--- src/hw/xpt_ctrl_pkg.sv ---
// Constants for the crosspoint control-port host sequencer
package xpt_ctrl_pkg;
  // ------------------------------------------------------------
  // Field widths and codes
  // ------------------------------------------------------------
  localparam int          ADDR_W        = 5;
  localparam int          DATA_W        = 7;
  localparam int          CODE_W        = 6;
  localparam int          EN_POS        = 6;
  localparam logic [4:0]  OUT_MAX       = 5'h10;
  localparam logic [4:0]  BCAST_ADDR    = 5'h11;
  localparam logic [5:0]  IN_MAX        = 6'h20;
  // ------------------------------------------------------------
  // Timing
  // ------------------------------------------------------------
  localparam int CLK_PERIOD_NS  = 8;
  localparam int WR_PULSE_NS    = 15;
  localparam int UPD_PULSE_NS   = 15;
  localparam int WR_TO_UPD_NS   = 10;
  localparam int RST_PULSE_NS   = 15;
  localparam int RD_ACCESS_NS   = 15;
  localparam int RD_RELEASE_NS  = 30;
  localparam int UPD_SETTLE_NS  = 40;
  localparam int WR_CYC   = (WR_PULSE_NS + CLK_PERIOD_NS - 1) / CLK_PERIOD_NS;
  localparam int UPD_CYC  = (UPD_PULSE_NS + CLK_PERIOD_NS - 1) / CLK_PERIOD_NS;
  localparam int GAP_CYC  = (WR_TO_UPD_NS + CLK_PERIOD_NS - 1) / CLK_PERIOD_NS;
  localparam int RST_CYC  = (RST_PULSE_NS + CLK_PERIOD_NS - 1) / CLK_PERIOD_NS;
  localparam int RD_CYC   = (RD_ACCESS_NS + CLK_PERIOD_NS - 1) / CLK_PERIOD_NS;
  localparam int REL_CYC  = (RD_RELEASE_NS + CLK_PERIOD_NS - 1) / CLK_PERIOD_NS;
  localparam int SET_CYC  = (UPD_SETTLE_NS + CLK_PERIOD_NS - 1) / CLK_PERIOD_NS;
  localparam int CNT_W    = 4;
  // ------------------------------------------------------------
  // Commands
  // ------------------------------------------------------------
  localparam logic [2:0] CMD_WRITE   = 3'h0;
  localparam logic [2:0] CMD_UPDATE  = 3'h1;
  localparam logic [2:0] CMD_WR_UPD  = 3'h2;
  localparam logic [2:0] CMD_READ    = 3'h3;
  localparam logic [2:0] CMD_RESET   = 3'h4;
endpackage : xpt_ctrl_pkg

--- src/hw/xpt_ctrl_host.sv ---
// Host sequencer driving the crosspoint switch level-sensitive control pins
`timescale 1ns/1ns
// Function
// [RULE1] Address picks output 0..16, low six data bits pick input 0..32, binary.
// [RULE2] Enable bit one enables the addressed output when the word takes effect.
// [RULE3] Enable bit zero disables the addressed output; input code ignored.
// [RULE4] Broadcast address writes code and enable bit into all 17 outputs.
// [RULE5] Readback at broadcast address gives no meaningful data.
// [RULE6] Never use addresses above broadcast or input codes above 32.
// [RULE7] Write strobe held low at least 15 ns per write.
// [RULE8] Update strobe held low at least 15 ns for rank transfer.
// [RULE9] At least 10 ns between write strobe and following update strobe.
// [RULE10] Device enables newly enabled outputs within 40 ns of update.
// [RULE11] Device disables newly disabled outputs within 30 ns of update.
// [RULE12] Combined mode reconnects addressed output within 30 ns of write strobe.
// [RULE13] Combined mode enables addressed output within 40 ns of write strobe.
// [RULE14] Readback drives stored second-rank word, typically 15 ns after strobe.
// [RULE15] Reset input held low at least 15 ns for global disable.
// [RULE16] Device disables all outputs within 30 ns of reset going low.
// [RULE17] Reset low clears every second-rank enable bit regardless of other pins.
// [RULE18] Chip select high: inputs ignored, data pins released, matrix kept.
// [RULE19] Select, write low, update high stores word in addressed first rank.
// [RULE20] Select and update low copy all first ranks into second rank.
// [RULE21] Control inputs are level sensitive; latches transparent while strobed.
module xpt_ctrl_host
  import xpt_ctrl_pkg::*;
(
  // Clock and reset
  input  wire logic              ref_clk,
  input  wire logic              sys_rst,
  // Command port
  input  wire logic              cmd_valid,
  input  wire logic [2:0]        cmd_op,
  input  wire logic [ADDR_W-1:0] cmd_addr,
  input  wire logic [CODE_W-1:0] cmd_code,
  input  wire logic              cmd_enable,
  output logic                   cmd_ready,
  output logic                   cmd_done,
  output logic                   cmd_error,
  output logic [DATA_W-1:0]      rd_data,
  // Device control pins
  output logic                   chip_sel_n,
  output logic                   first_rank_wr_n,
  output logic                   rank_update_n,
  output logic                   second_rank_query_n,
  output logic                   matrix_reset_n,
  output logic [ADDR_W-1:0]      out_addr,
  // Data pins
  input  wire logic [DATA_W-1:0] data_i,
  output logic [DATA_W-1:0]      data_o,
  output logic                   data_oe
);

  typedef enum logic [3:0] {
    ST_IDLE, ST_SETUP, ST_WR, ST_GAP, ST_UPD, ST_RD, ST_REL, ST_RST, ST_SETTLE
  } state_e;

  // ------------------------------------------------------------
  // Command check
  // ------------------------------------------------------------
  wire logic addr_bad  = (cmd_addr > BCAST_ADDR);                  // RULE6
  wire logic code_bad  = cmd_enable && (cmd_code > IN_MAX);        // RULE6 RULE3
  wire logic read_bad  = (cmd_op == CMD_READ) && (cmd_addr >= BCAST_ADDR); // RULE5
  wire logic op_bad    = (cmd_op > CMD_RESET);
  wire logic uses_addr = (cmd_op != CMD_UPDATE) && (cmd_op != CMD_RESET);
  wire logic cmd_bad   = op_bad || (uses_addr && (addr_bad || read_bad))
                         || (((cmd_op == CMD_WRITE) || (cmd_op == CMD_WR_UPD)) && code_bad);
  wire logic cmd_take  = cmd_valid && cmd_ready;

  // ------------------------------------------------------------
  // Read data pin synchroniser, three stages
  // ------------------------------------------------------------
  logic [DATA_W-1:0] rd_s1_reg, rd_s2_reg, rd_s3_reg;
  always_ff @(posedge ref_clk) begin
    rd_s1_reg <= data_i;
    rd_s2_reg <= rd_s1_reg;
    rd_s3_reg <= rd_s2_reg;
  end
  wire logic rd_stable = (rd_s2_reg == rd_s3_reg);

  // ------------------------------------------------------------
  // Sequencer
  // ------------------------------------------------------------
  state_e           state_reg;
  logic [2:0]       op_reg;
  logic [CNT_W-1:0] cnt_reg;

  wire logic cnt_zero = (cnt_reg == '0);
  wire logic [CNT_W-1:0] cnt_dec = cnt_reg - 4'h1;

  always_ff @(posedge ref_clk) begin
    if (sys_rst) begin
      state_reg           <= ST_IDLE;
      op_reg              <= CMD_WRITE;
      cnt_reg             <= '0;
      cmd_ready           <= 1'b0;
      cmd_done            <= 1'b0;
      cmd_error           <= 1'b0;
      rd_data             <= '0;
      chip_sel_n          <= 1'b1;
      first_rank_wr_n     <= 1'b1;
      rank_update_n       <= 1'b1;
      second_rank_query_n <= 1'b1;
      matrix_reset_n      <= 1'b1;
      out_addr            <= '0;
      data_o              <= '0;
      data_oe             <= 1'b0;
    end else begin
      cmd_done  <= 1'b0;
      cmd_error <= 1'b0;
      case (state_reg)
        ST_IDLE: begin
          cmd_ready  <= 1'b1;
          chip_sel_n <= 1'b1;   // RULE18
          data_oe    <= 1'b0;
          if (cmd_take) begin
            cmd_ready <= 1'b0;
            if (cmd_bad) begin
              cmd_error <= 1'b1;
              cmd_done  <= 1'b1;
              state_reg <= ST_SETTLE;
              cnt_reg   <= '0;
            end else begin
              op_reg    <= cmd_op;
              out_addr  <= cmd_addr;                                // RULE1
              data_o    <= {cmd_enable, cmd_code};                  // RULE1 RULE2 RULE3 RULE4
              if (cmd_op == CMD_RESET) begin
                matrix_reset_n <= 1'b0;                             // RULE15 RULE17
                cnt_reg        <= CNT_W'(RST_CYC - 1);
                state_reg      <= ST_RST;
              end else begin
                chip_sel_n <= 1'b0;
                data_oe    <= (cmd_op == CMD_WRITE) || (cmd_op == CMD_WR_UPD);
                state_reg  <= ST_SETUP;
              end
            end
          end
        end
        // Data settles one cycle before the write, update or query strobe falls
        ST_SETUP: begin
          if (op_reg == CMD_UPDATE) begin
            rank_update_n <= 1'b0;                                  // RULE20
            cnt_reg       <= CNT_W'(UPD_CYC - 1);
            state_reg     <= ST_UPD;
          end else if (op_reg == CMD_READ) begin
            second_rank_query_n <= 1'b0;                            // RULE14
            cnt_reg             <= CNT_W'(RD_CYC + 1);
            state_reg           <= ST_RD;
          end else begin
            first_rank_wr_n <= 1'b0;                                // RULE19 RULE21
            if (op_reg == CMD_WR_UPD)
              rank_update_n <= 1'b0;                                // RULE12 RULE13
            cnt_reg   <= CNT_W'(WR_CYC - 1);
            state_reg <= ST_WR;
          end
        end
        ST_WR: begin
          if (cnt_zero) begin
            first_rank_wr_n <= 1'b1;                                // RULE7
            rank_update_n   <= 1'b1;
            cnt_reg         <= CNT_W'(GAP_CYC - 1);
            state_reg       <= ST_GAP;
          end else begin
            cnt_reg <= cnt_dec;
          end
        end
        // Spacing after the write strobe before any later update
        ST_GAP: begin
          if (cnt_zero) begin
            data_oe <= 1'b0;
            cnt_reg <= (op_reg == CMD_WR_UPD) ? CNT_W'(SET_CYC - 1) : '0;  // RULE9
            state_reg <= ST_SETTLE;
          end else begin
            cnt_reg <= cnt_dec;
          end
        end
        ST_UPD: begin
          if (cnt_zero) begin
            rank_update_n <= 1'b1;                                  // RULE8
            cnt_reg       <= CNT_W'(SET_CYC - 1);                   // RULE10 RULE11
            state_reg     <= ST_SETTLE;
          end else begin
            cnt_reg <= cnt_dec;
          end
        end
        // Wait access time plus the synchroniser, then take a stable word
        ST_RD: begin
          if (cnt_zero && rd_stable) begin
            rd_data             <= rd_s3_reg;
            second_rank_query_n <= 1'b1;
            cnt_reg             <= CNT_W'(REL_CYC - 1);
            state_reg           <= ST_REL;
          end else if (!cnt_zero) begin
            cnt_reg <= cnt_dec;
          end
        end
        // Device may drive the data pins up to its release time
        ST_REL: begin
          if (cnt_zero) begin
            state_reg <= ST_SETTLE;
            cnt_reg   <= '0;
          end else begin
            cnt_reg <= cnt_dec;
          end
        end
        ST_RST: begin
          if (cnt_zero) begin
            matrix_reset_n <= 1'b1;
            cnt_reg        <= CNT_W'(SET_CYC - 1);                  // RULE16
            state_reg      <= ST_SETTLE;
          end else begin
            cnt_reg <= cnt_dec;
          end
        end
        ST_SETTLE: begin
          chip_sel_n <= 1'b1;
          if (cnt_zero) begin
            if (!cmd_error)
              cmd_done <= 1'b1;
            state_reg <= ST_IDLE;
          end else begin
            cnt_reg <= cnt_dec;
          end
        end
        default: begin
          state_reg <= ST_IDLE;
        end
      endcase
    end
  end

endmodule : xpt_ctrl_host

--- config.mk ---
export PLATFORM = sky130hd
export DESIGN_NAME = xpt_ctrl_host
export DESIGN_NICKNAME = d
export VERILOG_FILES = /design/src/hw/xpt_ctrl_pkg.sv /design/src/hw/xpt_ctrl_host.sv
export SDC_FILE = /design/constraint.sdc
export NUM_CORES = 1
export LEC_CHECK = 0
export BUFFER_PORTS_ARGS = -buffer_cell sky130_fd_sc_hd__buf_2
export CAP_MARGIN = 30
export CORE_MARGIN = 2
export CORE_UTILIZATION = 35
export DETAILED_ROUTE_END_ITERATION = 10
export GPL_ROUTABILITY_DRIVEN = 0
export PLACE_DENSITY = 0.69
export SYNTH_ARGS = -nofsm -noshare
export SYNTH_HDL_FRONTEND = slang
export SYNTH_SLANG_ARGS = --single-unit
--- constraint.sdc ---
create_clock -name ref_clk -period 2.23 [get_ports ref_clk]
set_clock_uncertainty 0.15 [all_clocks]
set_input_delay 0.446 -clock ref_clk [delete_from_list [all_inputs] [get_ports ref_clk]]
set_output_delay 0.446 -clock ref_clk [all_outputs]
set_load 0.01 [all_outputs]
======== Word-level counts from Yosys, hierarchy flattened ========
Index checks and enable logic that the tools add are counted.
storage, ports and cells
  word-level logic and storage cells ...... 146
  register bits ........................... 60
  bits of input ports ..................... 25
  output and inout port bits .............. 28
operators by class
  multiplexer cells ....................... 54
  bitwise gates (word level) .............. 2
  reductions and logical operators ........ 34
  add/sub/neg operators ................... 1
  order comparisons ....................... 4
  equal/unequal tests ..................... 33
operators with widths
  cell                                                             count
  4-bit 2-to-1 mux                                                 15
  4-bit case mux with 8 select lines                               1
  1-bit 2-to-1 mux                                                 24
  4-bit case mux with 6 select lines                               1
  2-bit inequality test, second input constant                     11
  4-bit by 3-bit == test with 1-bit output, second input constant  4
  1-bit case mux with 2 select lines                               7
  3-bit by 2-bit == test with 1-bit output, second input constant  4
  3-bit 2-to-1 mux                                                 4
  3-bit inequality test, second input constant                     4
  4-bit AND reduction                                              3
  2-bit nonzero test                                               6
  5-bit AND reduction                                              2
  4-bit by 2-bit == test with 1-bit output, second input constant  2
  4-bit zero test                                                  2
  8-bit nonzero test                                               1
  7-bit == test                                                    1
  1-bit logical AND                                                7
  6-bit greater-than comparator, second input constant             1
  3-bit AND reduction                                              2
  2-bit OR reduction                                               3
  5-bit >= comparator, second input constant                       1
  5-bit greater-than comparator, second input constant             1
  4-bit by 1-bit == test with 1-bit output, second input constant  1
  other kinds (13)                                                 20

======== Depth between registers and ports, before layout ========
Gate-level depths: netlist of run 1.
  depth after elaboration ................. 9
  depth in mapped cells ................... 11
  depth with buffers taken out ............ 11

======== Worst setup path before layout of run 1 ========
Ideal clock, no wire load.
  kind .................................... input to register
  from .................................... in cmd_code[1]
  to ...................................... reg data_oe
  setup time .............................. 0.067 ns
  path slack .............................. -0.042 ns
  arrival ................................. 2.054 ns
  stages on the path ...................... 7
  cell sequence ........................... or4_1 -> o2111ai_2 -> o21ai_2 -> nand2b_4 -> buf_6 -> a2111o_1 -> a21oi_2
on the way
  longest elaborated chain between the ends .. 7
ends and longest elaborated chain
  element                             RTL line              text
  from (decl)                         xpt_ctrl_host.sv:35   input wire logic [CODE_W-1:0] cmd_code,
  6-bit greater-than comparator       xpt_ctrl_host.sv:62   wire logic code_bad = cmd_enable && (cmd_code > IN_MAX);
  1-bit logical AND                   xpt_ctrl_host.sv:62
  1-bit logical AND                   xpt_ctrl_host.sv:67   || (((cmd_op == CMD_WRITE) || (cmd_op == CMD_WR_UPD)) && code_bad);
  1-bit logical OR                    xpt_ctrl_host.sv:67
  1-bit 2-to-1 mux                    xpt_ctrl_host.sv:118  if (cmd_bad) begin
  1-bit 2-to-1 mux                    xpt_ctrl_host.sv:116  if (cmd_take) begin
  1-bit case mux with 2 select lines  xpt_ctrl_host.sv:111  case (state_reg)
  to (signal assigned)                xpt_ctrl_host.sv:133  data_oe <= (cmd_op == CMD_WRITE) || (cmd_op == CMD_WR_UPD);
  to (decl)                           xpt_ctrl_host.sv:51   output logic data_oe
Every way passes these cells.
A chain may end at the register's enable or synchronous reset.

======== Worst setup path after layout of run 1 ========
  from .................................... reg cnt_reg[0]
  to ...................................... reg cnt_reg[0]
on the way
  longest elaborated chain between the ends .. 4
  elaborated cells between the ends (all ways) .. 10
  those cells by class .................... add/sub (1); mux (7); reduce/logical (2)
ends and longest elaborated chain
  element                                                                         RTL line                                                          text
  from (decl)                                                                     xpt_ctrl_host.sv:86                                               logic [CNT_W-1:0] cnt_reg;
  from (signal assigned)                                                          xpt_ctrl_host.sv:129                                              cnt_reg <= CNT_W'(RST_CYC - 1);
  from (signal assigned)                                                          xpt_ctrl_host.sv:143                                              cnt_reg <= CNT_W'(UPD_CYC - 1);
  from (signal assigned)                                                          xpt_ctrl_host.sv:147                                              cnt_reg <= CNT_W'(RD_CYC + 1);
  4-bit by 1-bit subtractor with 4-bit output or 4-bit zero test (tied branches)  xpt_ctrl_host.sv:89, xpt_ctrl_host.sv:88
  4-bit 2-to-1 mux or 1-bit logical AND (tied branches)                           xpt_ctrl_host.sv:193, xpt_ctrl_host.sv:217, xpt_ctrl_host.sv:188
  4-bit 2-to-1 mux                                                                xpt_ctrl_host.sv:188                                              if (cnt_zero && rd_stable) begin
  4-bit case mux with 8 select lines (*)                                          xpt_ctrl_host.sv:111
Mark *: on every way between the ends. The rest lies on a longest branch, timed or not.

==> metrics, run 1 <==
outcome=finished clean; final hold vios=0; Die Wd=between 80 and 90 um; Ys Warns=0; PD cells=~1200 nW/um^2; Crit path max-delay family=compound AO/OA/AOI/OAI gates; DRC=0; ys async rst share=0%; IO Count=53; Synth Area in Simple Gates=between 10% and 20%; final cell count without fillers=approximately 440; Slew HR=a little under three fifths; CP startpoint kind=register; H-tree Lvls=3; setup violators final=0; Initial Util=36.2%; Min Hold Slack=between 60 and 70 ps; fin nets=369; mean post-synth cell area=~9.5 um^2; Post-Synthesis Cells=259; DRT Pass-1 Iters=4; leading cell type in the layout, fill and taps excluded=dfxtp_1; Worst-Skew Late Latency=about 330 ps; gr usage total=roughly 15%; Vert. Die Dim=87.8 um; area leader, netlist=dfxtp_1; CTS Buf Count=9; total power draw=between 3000 and 4000 uW; crit path time final=between 2000 and 2500 ps; # diodes=0; Final HPWL DP=4040 um; die area=roughly 7700 um^2; critical-path maximum fanout=4; core area=a little under 7000 um^2; Post-Synth Adder-Cell Area=about 1.5%; setup TNS=0 ps; Post-Synth XOR/XNOR Area=under 10%; CTS Sinks=60; Worst-Margin Slew=roughly 660 ps; largest family of logic cells by synthesized area=simple AND/OR/NAND/NOR gates; maxcap violations=0; Cell Area, Placed=around 3000 um^2; Worst setup EP type=register; Worst EP required=about 2300 ps; Overflow after GRT=0; Slowest-stage cell, CP=dfxtp_2; sequential area share after synthesis=roughly 50%; Compound-Gate Fraction of Synth Area=roughly 15%; largest net degree at the start of global routing=20; number of buffers added on ports=52; # rows=30; max-slew violations=0; share of the synthesized area in the top cell type=about half; most frequent cells in the layout=dfxtp_1, buf_2, nor2_1; initial antenna violation count=0; DP Cell Count=420; drt initial violations=120; Root Buffer=clkbuf_8; Main synth FF type=dfxtp_1; synth top area cells=dfxtp_1, mux2i_1, nor2_1; synthesized area=2460 um^2; vias in the first global route=between 1500 and 2000; Clock transition at path regs=roughly 70 ps; Syn Nets=about 290; Peak VDD IR=between 500 and 600 uV; post-synthesis mux area share=approximately 9%; total routed wirelength=5660 um; critical path class=register to register; Post-synth EDFFs=0; Fill cells=660; crit-path cells=inv_2, ha_4, nor3b_4, inv_2, buf_6, ha_4, nor2_4, a22oi_1, a2bb2oi_1, o21a_1, a211o_1, a21oi_1; CP arrival=between 2000 and 2500 ps; fraction of final layout cells sized beyond drive strength 1=between 30% and 40%; Leakage=about 0.0016 uW; Netlist cell types=50; RSZ-0062 raised after global routing=yes; DR vias/cell=~4.8; Worst path max stage delay=330 ps; antenna viol nets, final=0; post-route cell area=around 3300 um^2; DR WL/cell=12.8 um; CTS tree=done; first-pass GRT wire length=between 9000 and 10000 um; HP Class=primary input to register; FF+latch count, synth=60; Fmax=456 MHz; Vias=between 2000 and 2500; Buf+Inv Stages, Crit Path=3; P&R area growth vs syn=35.5%; fin crit share=approximately 98%; Clock Path Buffers=2
==> logic make-up after synthesis <==
| family | count (synthesis) |
|---|---|
| simple gates | 91 |
| mux | 22 |
| compound gates | 52 |
| buf+inv | 22 |
| fa+ha+maj | 3 |
| flops | 60 |
| xor+xnor | 9 |
==> what timing repair did <==
item                       in CTS  in global routing
pin swaps                       2                  6
setup endpoints to repair      13                  6
resized for setup               8                 11
hold buffers                    0                  0
buffers inserted                2                  4
==> cell usage after synthesis, types with 2 or more instances <==
| library cell | number |
|---|---|
| nor3b_1 | 3 |
| a21oi_1 | 17 |
| nand3b_1 | 4 |
| dfxtp_1 | 60 |
| o21ai_1 | 2 |
| a22oi_1 | 2 |
| a31oi_1 | 3 |
| clkbuf_1 | 13 |
| xor2_1 | 7 |
| o21a_1 | 2 |
| nor2b_1 | 3 |
| nand3_1 | 2 |
| a21o_1 | 2 |
| nor4_1 | 4 |
| inv_1 | 5 |
| mux2i_1 | 22 |
| nand2b_1 | 6 |
| a211o_1 | 4 |
| nor3_1 | 6 |
| a2111o_1 | 2 |
| ha_1 | 3 |
| buf_2 | 2 |
| o21ai_0 | 5 |
| nand2_1 | 11 |
| or4b_1 | 2 |
| o41ai_1 | 2 |
| or3_1 | 3 |
| xnor2_1 | 2 |
| nor2_1 | 39 |
==> layout make-up <==
class / instances / area (um^2) / share of cell area, %
sequential: 60 / 1200 / 36.2
timing repair buffer: 87 / 539 / 16.2
inverter: 6 / 22.5 / 0.676
tap: 96 / 120 / 3.61
clock buffer: 10 / 138 / 4.13
multi-input combinational: 177 / 1240 / 37.3
clock inverter: 6 / 63.8 / 1.92
==> path summary, 6_finish.rpt <==
kind                            depth (start not counted)               startpoint                       to  slack, ps
worst max register to register                         12  cnt_reg[0]$_SDFFE_PP0P_  cnt_reg[0]$_SDFFE_PP0P_         40
worst min-delay path                                    1                data_i[6]     rd_s1_reg[6]$_DFF_P_         60
worst min register to register                          0     rd_s1_reg[4]$_DFF_P_     rd_s2_reg[4]$_DFF_P_        180
worst max-delay path                                   12  cnt_reg[0]$_SDFFE_PP0P_  cnt_reg[0]$_SDFFE_PP0P_         40
==> per-layer routing <==
metal  routed length, um  part of all wire, %  GRT usage (%)  up-vias
met4                  57                  1.0           5.31        0
met3                 370                  6.5           5.75        8
met2                2640                   47           22.9       66
met1                2600                   46           19.6      964
met5                   0                    0              0        -
li1                    -                    -              -     1076
==> report_power, final <==
part | internal, uW | leakage, uW | total (uW) | switching, uW
Clock | 543 | 0.0000983 | 971 | 427
Combinational | 850 | 0.000972 | 1700 | 853
Sequential | 1190 | 0.000494 | 1280 | 91.5
==> stage by stage <==
stage	util (%)	worst slack (ps)
after floorplan	-	-13.6
after CTS	47.8	12.2
after global placement	44.1	-145
final	49.0	36.2
after global routing	49.0	-57.3
after detailed placement	44.1	-176
No activity file was read; power rests on OpenSTA's default activity.
==> run 2, diff against run 1 <==
- clock period: 2.23 -> 1.8 ns (I/O delays scaled with it)
==> metrics, run 2 (synthesis gave the netlist of run 1 again) <==
Initial Util=36.2% (unchanged); Worst-Skew Late Latency=340 ps (about the same); number of buffers added on ports=52 (unchanged); total routed wirelength=6670 um (+18%); leading cell type in the layout, fill and taps excluded=buf_4; Worst-Margin Slew=535 ps (-125 ps); Clock Path Buffers=2 (unchanged); Peak VDD IR=768 uV (+41%); fin nets=408 (+11%); DR vias/cell=4.85 (+1.3%); DR WL/cell=13.9 um (+8.2%); Switch Pwr=1980 uW (+45%); Fmax=456 MHz (+0.12%); Fill cells=598 (-9.4%); CP arrival=2270 ps (-30 ps); Clock power frac=23.6% (-1.0 points); Vert. Die Dim=87.8 um (unchanged); antenna viol nets, final=0 (unchanged); worst reg-to-reg setup slack=-390 ps (-430 ps); gr usage total=17.5% (+2.4 points); Sw Ratio=34.5% (-0.24 points); fin crit share=122% (+23 points); maxcap violations=0 (unchanged); Sequential Power Share=27.5% (-4.8 points); # rows=30 (unchanged); DRC=0 (unchanged); Comb pwr share=48.9% (+5.8 points); initial antenna violation count=0 (unchanged); crit path time final=2190 ps (-2.69 ps); largest net degree at the start of global routing=40 (+100%); critical-path maximum fanout=5 (+1); Root Buffer=clkbuf_8; total power draw=5750 uW (+46%); Clock transition at path regs=70 ps (about the same); Slew HR=63.9% (+8.2 points); PD cells=1480 nW/um^2 (+25%); P&R area growth vs syn=58.1%; post-route cell area=3880 um^2 (+17%); most frequent cells in the layout=buf_4, dfxtp_1, buf_2; critical path class=register to register; fraction of final layout cells sized beyond drive strength 1=45.5% (+9.6 points); Cell Area, Placed=3330 um^2 (+11%); IO Count=53 (unchanged); Vias=2331 (+10%); first-pass GRT wire length=10400 um (+15%); Final HPWL DP=4370 um (+7.9%); Worst EP required=1880 ps (-450 ps); failing checks=negative setup slack; setup violators final=29 (+29); CP startpoint kind=register; drt initial violations=117 (-2.5%); outcome=complete, but fails checks; # diodes=0 (unchanged); CTS tree=done; max-slew violations=0 (unchanged); H-tree Lvls=3 (unchanged); final hold vios=0 (unchanged); post-route setup slack=-391 ps (-427 ps); internal power=3770 uW (+46%); Leakage=0.00180 uW (+15%); DRT Pass-1 Iters=4 (unchanged); Overflow after GRT=0 (unchanged); HP Class=primary input to register; die area=7710 um^2 (unchanged); RSZ-0062 raised after global routing=yes; core area=6790 um^2 (unchanged); CTS Sinks=60 (unchanged); vias in the first global route=2234 (+15%); Worst setup EP type=register; Die Wd=87.8 um (unchanged); CTS Buf Count=9 (unchanged)
==> run 2: cell count changes in the layout (fill, tap and decap cells not counted), moves of 3 or more <==
cell	delta
dlygate4sd3_1	+7
buf_6	+4
dfxtp_1	-3
buf_4	+27
==> run 2: area by class of cell <==
cell class / count / area, um^2 / share of cell area, %
clock buffer: 14 / 194 / 4.99
multi-input combinational: 177 / 1380 / 35.6
clock inverter: 2 / 37.5 / 0.966
inverter: 6 / 25.0 / 0.644
tap: 96 / 120 / 3.09
timing repair buffer: 126 / 912 / 23.5
sequential: 60 / 1210 / 31.2
==> run 2: worst max-delay path, stage by stage, from the launching register on <==
cell,delay (ps)
dfxtp_4,350
inv_4,60
ha_4,110
nor3b_4,230
inv_2,120
buf_12,150
nor4_4,170
buf_4,150
nand3b_1,150
buf_6,190
mux2i_2,180
nor2_1,60
==> run 2: power by group through the flow <==
stage / Sequential, uW / Combinational, uW / Clock [uW]
2_1_floorplan: 1620 / 1330 / 0
3_3_place_gp: 1590 / 2260 / 0
3_5_place_dp: 1600 / 2310 / 0
4_1_cts: 1580 / 2440 / 1390
5_1_grt: 1600 / 3030 / 1450
6_report: 1580 / 2810 / 1360
==> run 2: worst paths after layout <==
check / endpoint / start / cells after the start
max: rd_data[1]$_SDFFE_PP0P_ / cnt_reg[0]$_SDFFE_PP0P_ / 11
min: data_o[2]$_SDFFE_PP0P_ / cmd_code[2] / 3
max reg2reg: rd_data[1]$_SDFFE_PP0P_ / cnt_reg[0]$_SDFFE_PP0P_ / 11
min reg2reg: rd_s2_reg[5]$_DFF_P_ / rd_s1_reg[5]$_DFF_P_ / 0
==> run 2: layer usage <==
| metal | share of wire [%] | GRT usage [%] | up-vias | wire length, um |
|---|---|---|---|---|
| li1 | - | - | 1153 | - |
| met1 | 44 | 22.5 | 1110 | 2960 |
| met2 | 49 | 28.3 | 56 | 3280 |
| met3 | 5.0 | 4.34 | 12 | 334 |
| met4 | 1.4 | 6.71 | 0 | 93 |
| met5 | 0 | 0 | - | 0 |
==> run 2: what timing repair did <==
item | CTS | global route
resized for setup | 7 | 27
hold endpoints to repair | 7 | 0
endpoints found under the setup margin | 29 | 34
setup buffers | 5 | 2
hold buffers | 7 | 0
gates cloned | 0 | 2
pin swaps | 9 | 26
==> run 2: metrics by stage <==
| step | hold slack [ps] | setup slack [ps] | std cells | setup TNS [ps] | util (%) |
|---|---|---|---|---|---|
| after global placement | 160 | -396 | 449 | -8850 | 49.1 |
| after global routing | 123 | -494 | 481 | -8340 | 57.2 |
| after detailed placement | 163 | -423 | 449 | -9450 | 49.1 |
| after CTS | 118 | -347 | 477 | -3460 | 54.5 |
| after floorplan | 160 | -280 | 259 | -4240 | - |
| final | 128 | -391 | 481 | -5050 | 57.2 |
==> run 3, diff against run 2 <==
- RECOVER_POWER: default -> 100
==> metrics, run 3 (synthesis gave the netlist of run 1 again) <==
outcome=complete, but fails checks; failing checks=negative setup slack; H-tree Lvls=3 (unchanged); Slowest-stage cell, CP=dfxtp_4; Final HPWL DP=4370 um (unchanged); Worst setup EP type=register; Peak VDD IR=767 uV (-0.18%); DR WL/cell=13.9 um (+0.30%); number of buffers added on ports=52 (unchanged); DR vias/cell=4.85 (about the same); drt initial violations=147 (+26%); Buf+Inv Stages, Crit Path=5 (unchanged); Worst-Skew Late Latency=340 ps (about the same); RSZ-0062 raised after global routing=yes; # diodes=0 (unchanged); post-route setup slack=-398 ps (-6.92 ps); Initial Util=36.2% (unchanged); Fmax=455 MHz (-0.31%); final cell count without fillers=481 (unchanged); leading cell type in the layout, fill and taps excluded=buf_4; Leakage=0.00170 uW (-5.9%); P&R area growth vs syn=56.4%; critical-path maximum fanout=5 (unchanged); Worst path max stage delay=350 ps (about the same); max-slew violations=0 (unchanged); crit path launch=cnt_reg[0]$_SDFFE_PP0P_; gr usage total=17.5% (unchanged); total routed wirelength=6690 um (+0.30%); Vias=2332 (+0.043%); Clock transition at path regs=70 ps (about the same); Crit path max-delay family=buffers and inverters; Root Buffer=clkbuf_8; fin nets=408 (unchanged); DRC=0 (unchanged); DP Cell Count=449 (unchanged); min-delay src=cmd_code[2]; die area=7710 um^2 (unchanged); vias in the first global route=2234 (unchanged); antenna viol nets, final=0 (unchanged); critical path class=register to register; final core occ=56.6% (-0.63 points); Overflow after GRT=0 (unchanged); CTS tree=done; Die Wd=87.8 um (unchanged); crit-path cells=inv_4, ha_4, nor3b_4, inv_2, buf_12, nor4_4, buf_4, nand3b_1, buf_6, mux2i_2, nor2_1; fraction of final layout cells sized beyond drive strength 1=37.9% (-7.5 points); # rows=30 (unchanged); Min Hold Slack=125 ps (-2.69 ps); Worst-Margin Slew=531 ps (-4.40 ps); CTS Sinks=60 (unchanged); first-pass GRT wire length=10400 um (unchanged); HP Class=primary input to register; initial antenna violation count=0 (unchanged); IO Count=53 (unchanged); crit path time final=2200 ps (+6.92 ps); Worst EP required=1880 ps (about the same); CTS Buf Count=9 (unchanged); CP startpoint kind=register; core area=6790 um^2 (unchanged); setup violators final=35 (+21%); final hold vios=0 (unchanged); Vert. Die Dim=87.8 um (unchanged); most frequent cells in the layout=buf_4, dfxtp_1, nor2_1; largest net degree at the start of global routing=40 (unchanged); DRT Pass-1 Iters=4 (unchanged); r2r startpoint=cnt_reg[0]$_SDFFE_PP0P_; PD cells=1490 nW/um^2 (+0.61%); CP arrival=2280 ps (about the same); maxcap violations=0 (unchanged); fin crit share=122% (+0.38 points); Slew HR=64.2% (+0.30 points); Clock Path Buffers=2 (unchanged)
## run 3: cell types whose count changed in the layout (fill, tap and decap cells not counted)
| cell | previous run | this run |
|---|---|---|
| buf_2 | 50 | 22 |
| clkbuf_1 | 1 | 29 |
| buf_4 | 60 | 59 |
| clkbuf_4 | 0 | 1 |
| nor2_1 | 36 | 37 |
| nor2_4 | 1 | 0 |
## run 3: path summary, 6_finish.rpt
| path | end | slack, ps | cells after the start |
|---|---|---|---|
| setup reg to reg | rd_data[1]$_SDFFE_PP0P_ | -400 | 11 |
| setup / recovery | rd_data[1]$_SDFFE_PP0P_ | -400 | 11 |
| hold reg to reg | rd_s2_reg[5]$_DFF_P_ | 180 | 0 |
| hold / removal | data_o[2]$_SDFFE_PP0P_ | 130 | 3 |
## run 3: tightest hold or removal path: cells and delay by family
family	cells	cell delay [ps]
buffers and inverters	1	70
muxes	1	60
and+or+nand+nor	1	90
## run 3: routing by layer
layer / vias to the layer above / track usage (%) / routed length, um
li1: 1153 / - / -
met1: 1111 / 22.5 / 2980
met2: 57 / 28.3 / 3280
met3: 11 / 4.34 / 336
met4: 0 / 6.71 / 91
met5: - / 0 / 0
## run 3: through the flow
stage	setup TNS, ps	power [uW]	area, um^2	worst slack [ps]
after floorplan	-4240	2950	2590	-280
after global placement	-8850	3850	3330	-396
after detailed placement	-9450	3900	3330	-423
after CTS	-3460	5400	3700	-347
after global routing	-11040	6040	3840	-494
final	-7140	5720	3840	-398
## run 3: layout make-up
| type | instances | area, um^2 |
|---|---|---|
| timing repair buffer | 126 | 877 |
| clock inverter | 2 | 37.5 |
| tap | 96 | 120 |
| sequential | 60 | 1210 |
| inverter | 6 | 25.0 |
| fill | 612 | 2950 |
| clock buffer | 14 | 194 |
| multi-input combinational | 177 | 1380 |
## run 3: repair_timing
action                                  4_1_cts  5_1_grt
endpoints found under the setup margin       29       34
resized for setup                             7       27
pin swaps                                     9       26
hold buffers                                  7        0
setup buffers                                 5        2
endpoints found under the hold margin         7        0
gates cloned                                  0        2
## run 3: report_power, final
group / switching (uW) / internal (uW) / total [uW] / leakage, uW
Combinational: 1350 / 1430 / 2780 / 0.00109
Sequential: 102 / 1480 / 1580 / 0.000496
Clock: 522 / 838 / 1360 / 0.000114
Total: 1970 / 3750 / 5720 / 0.00170
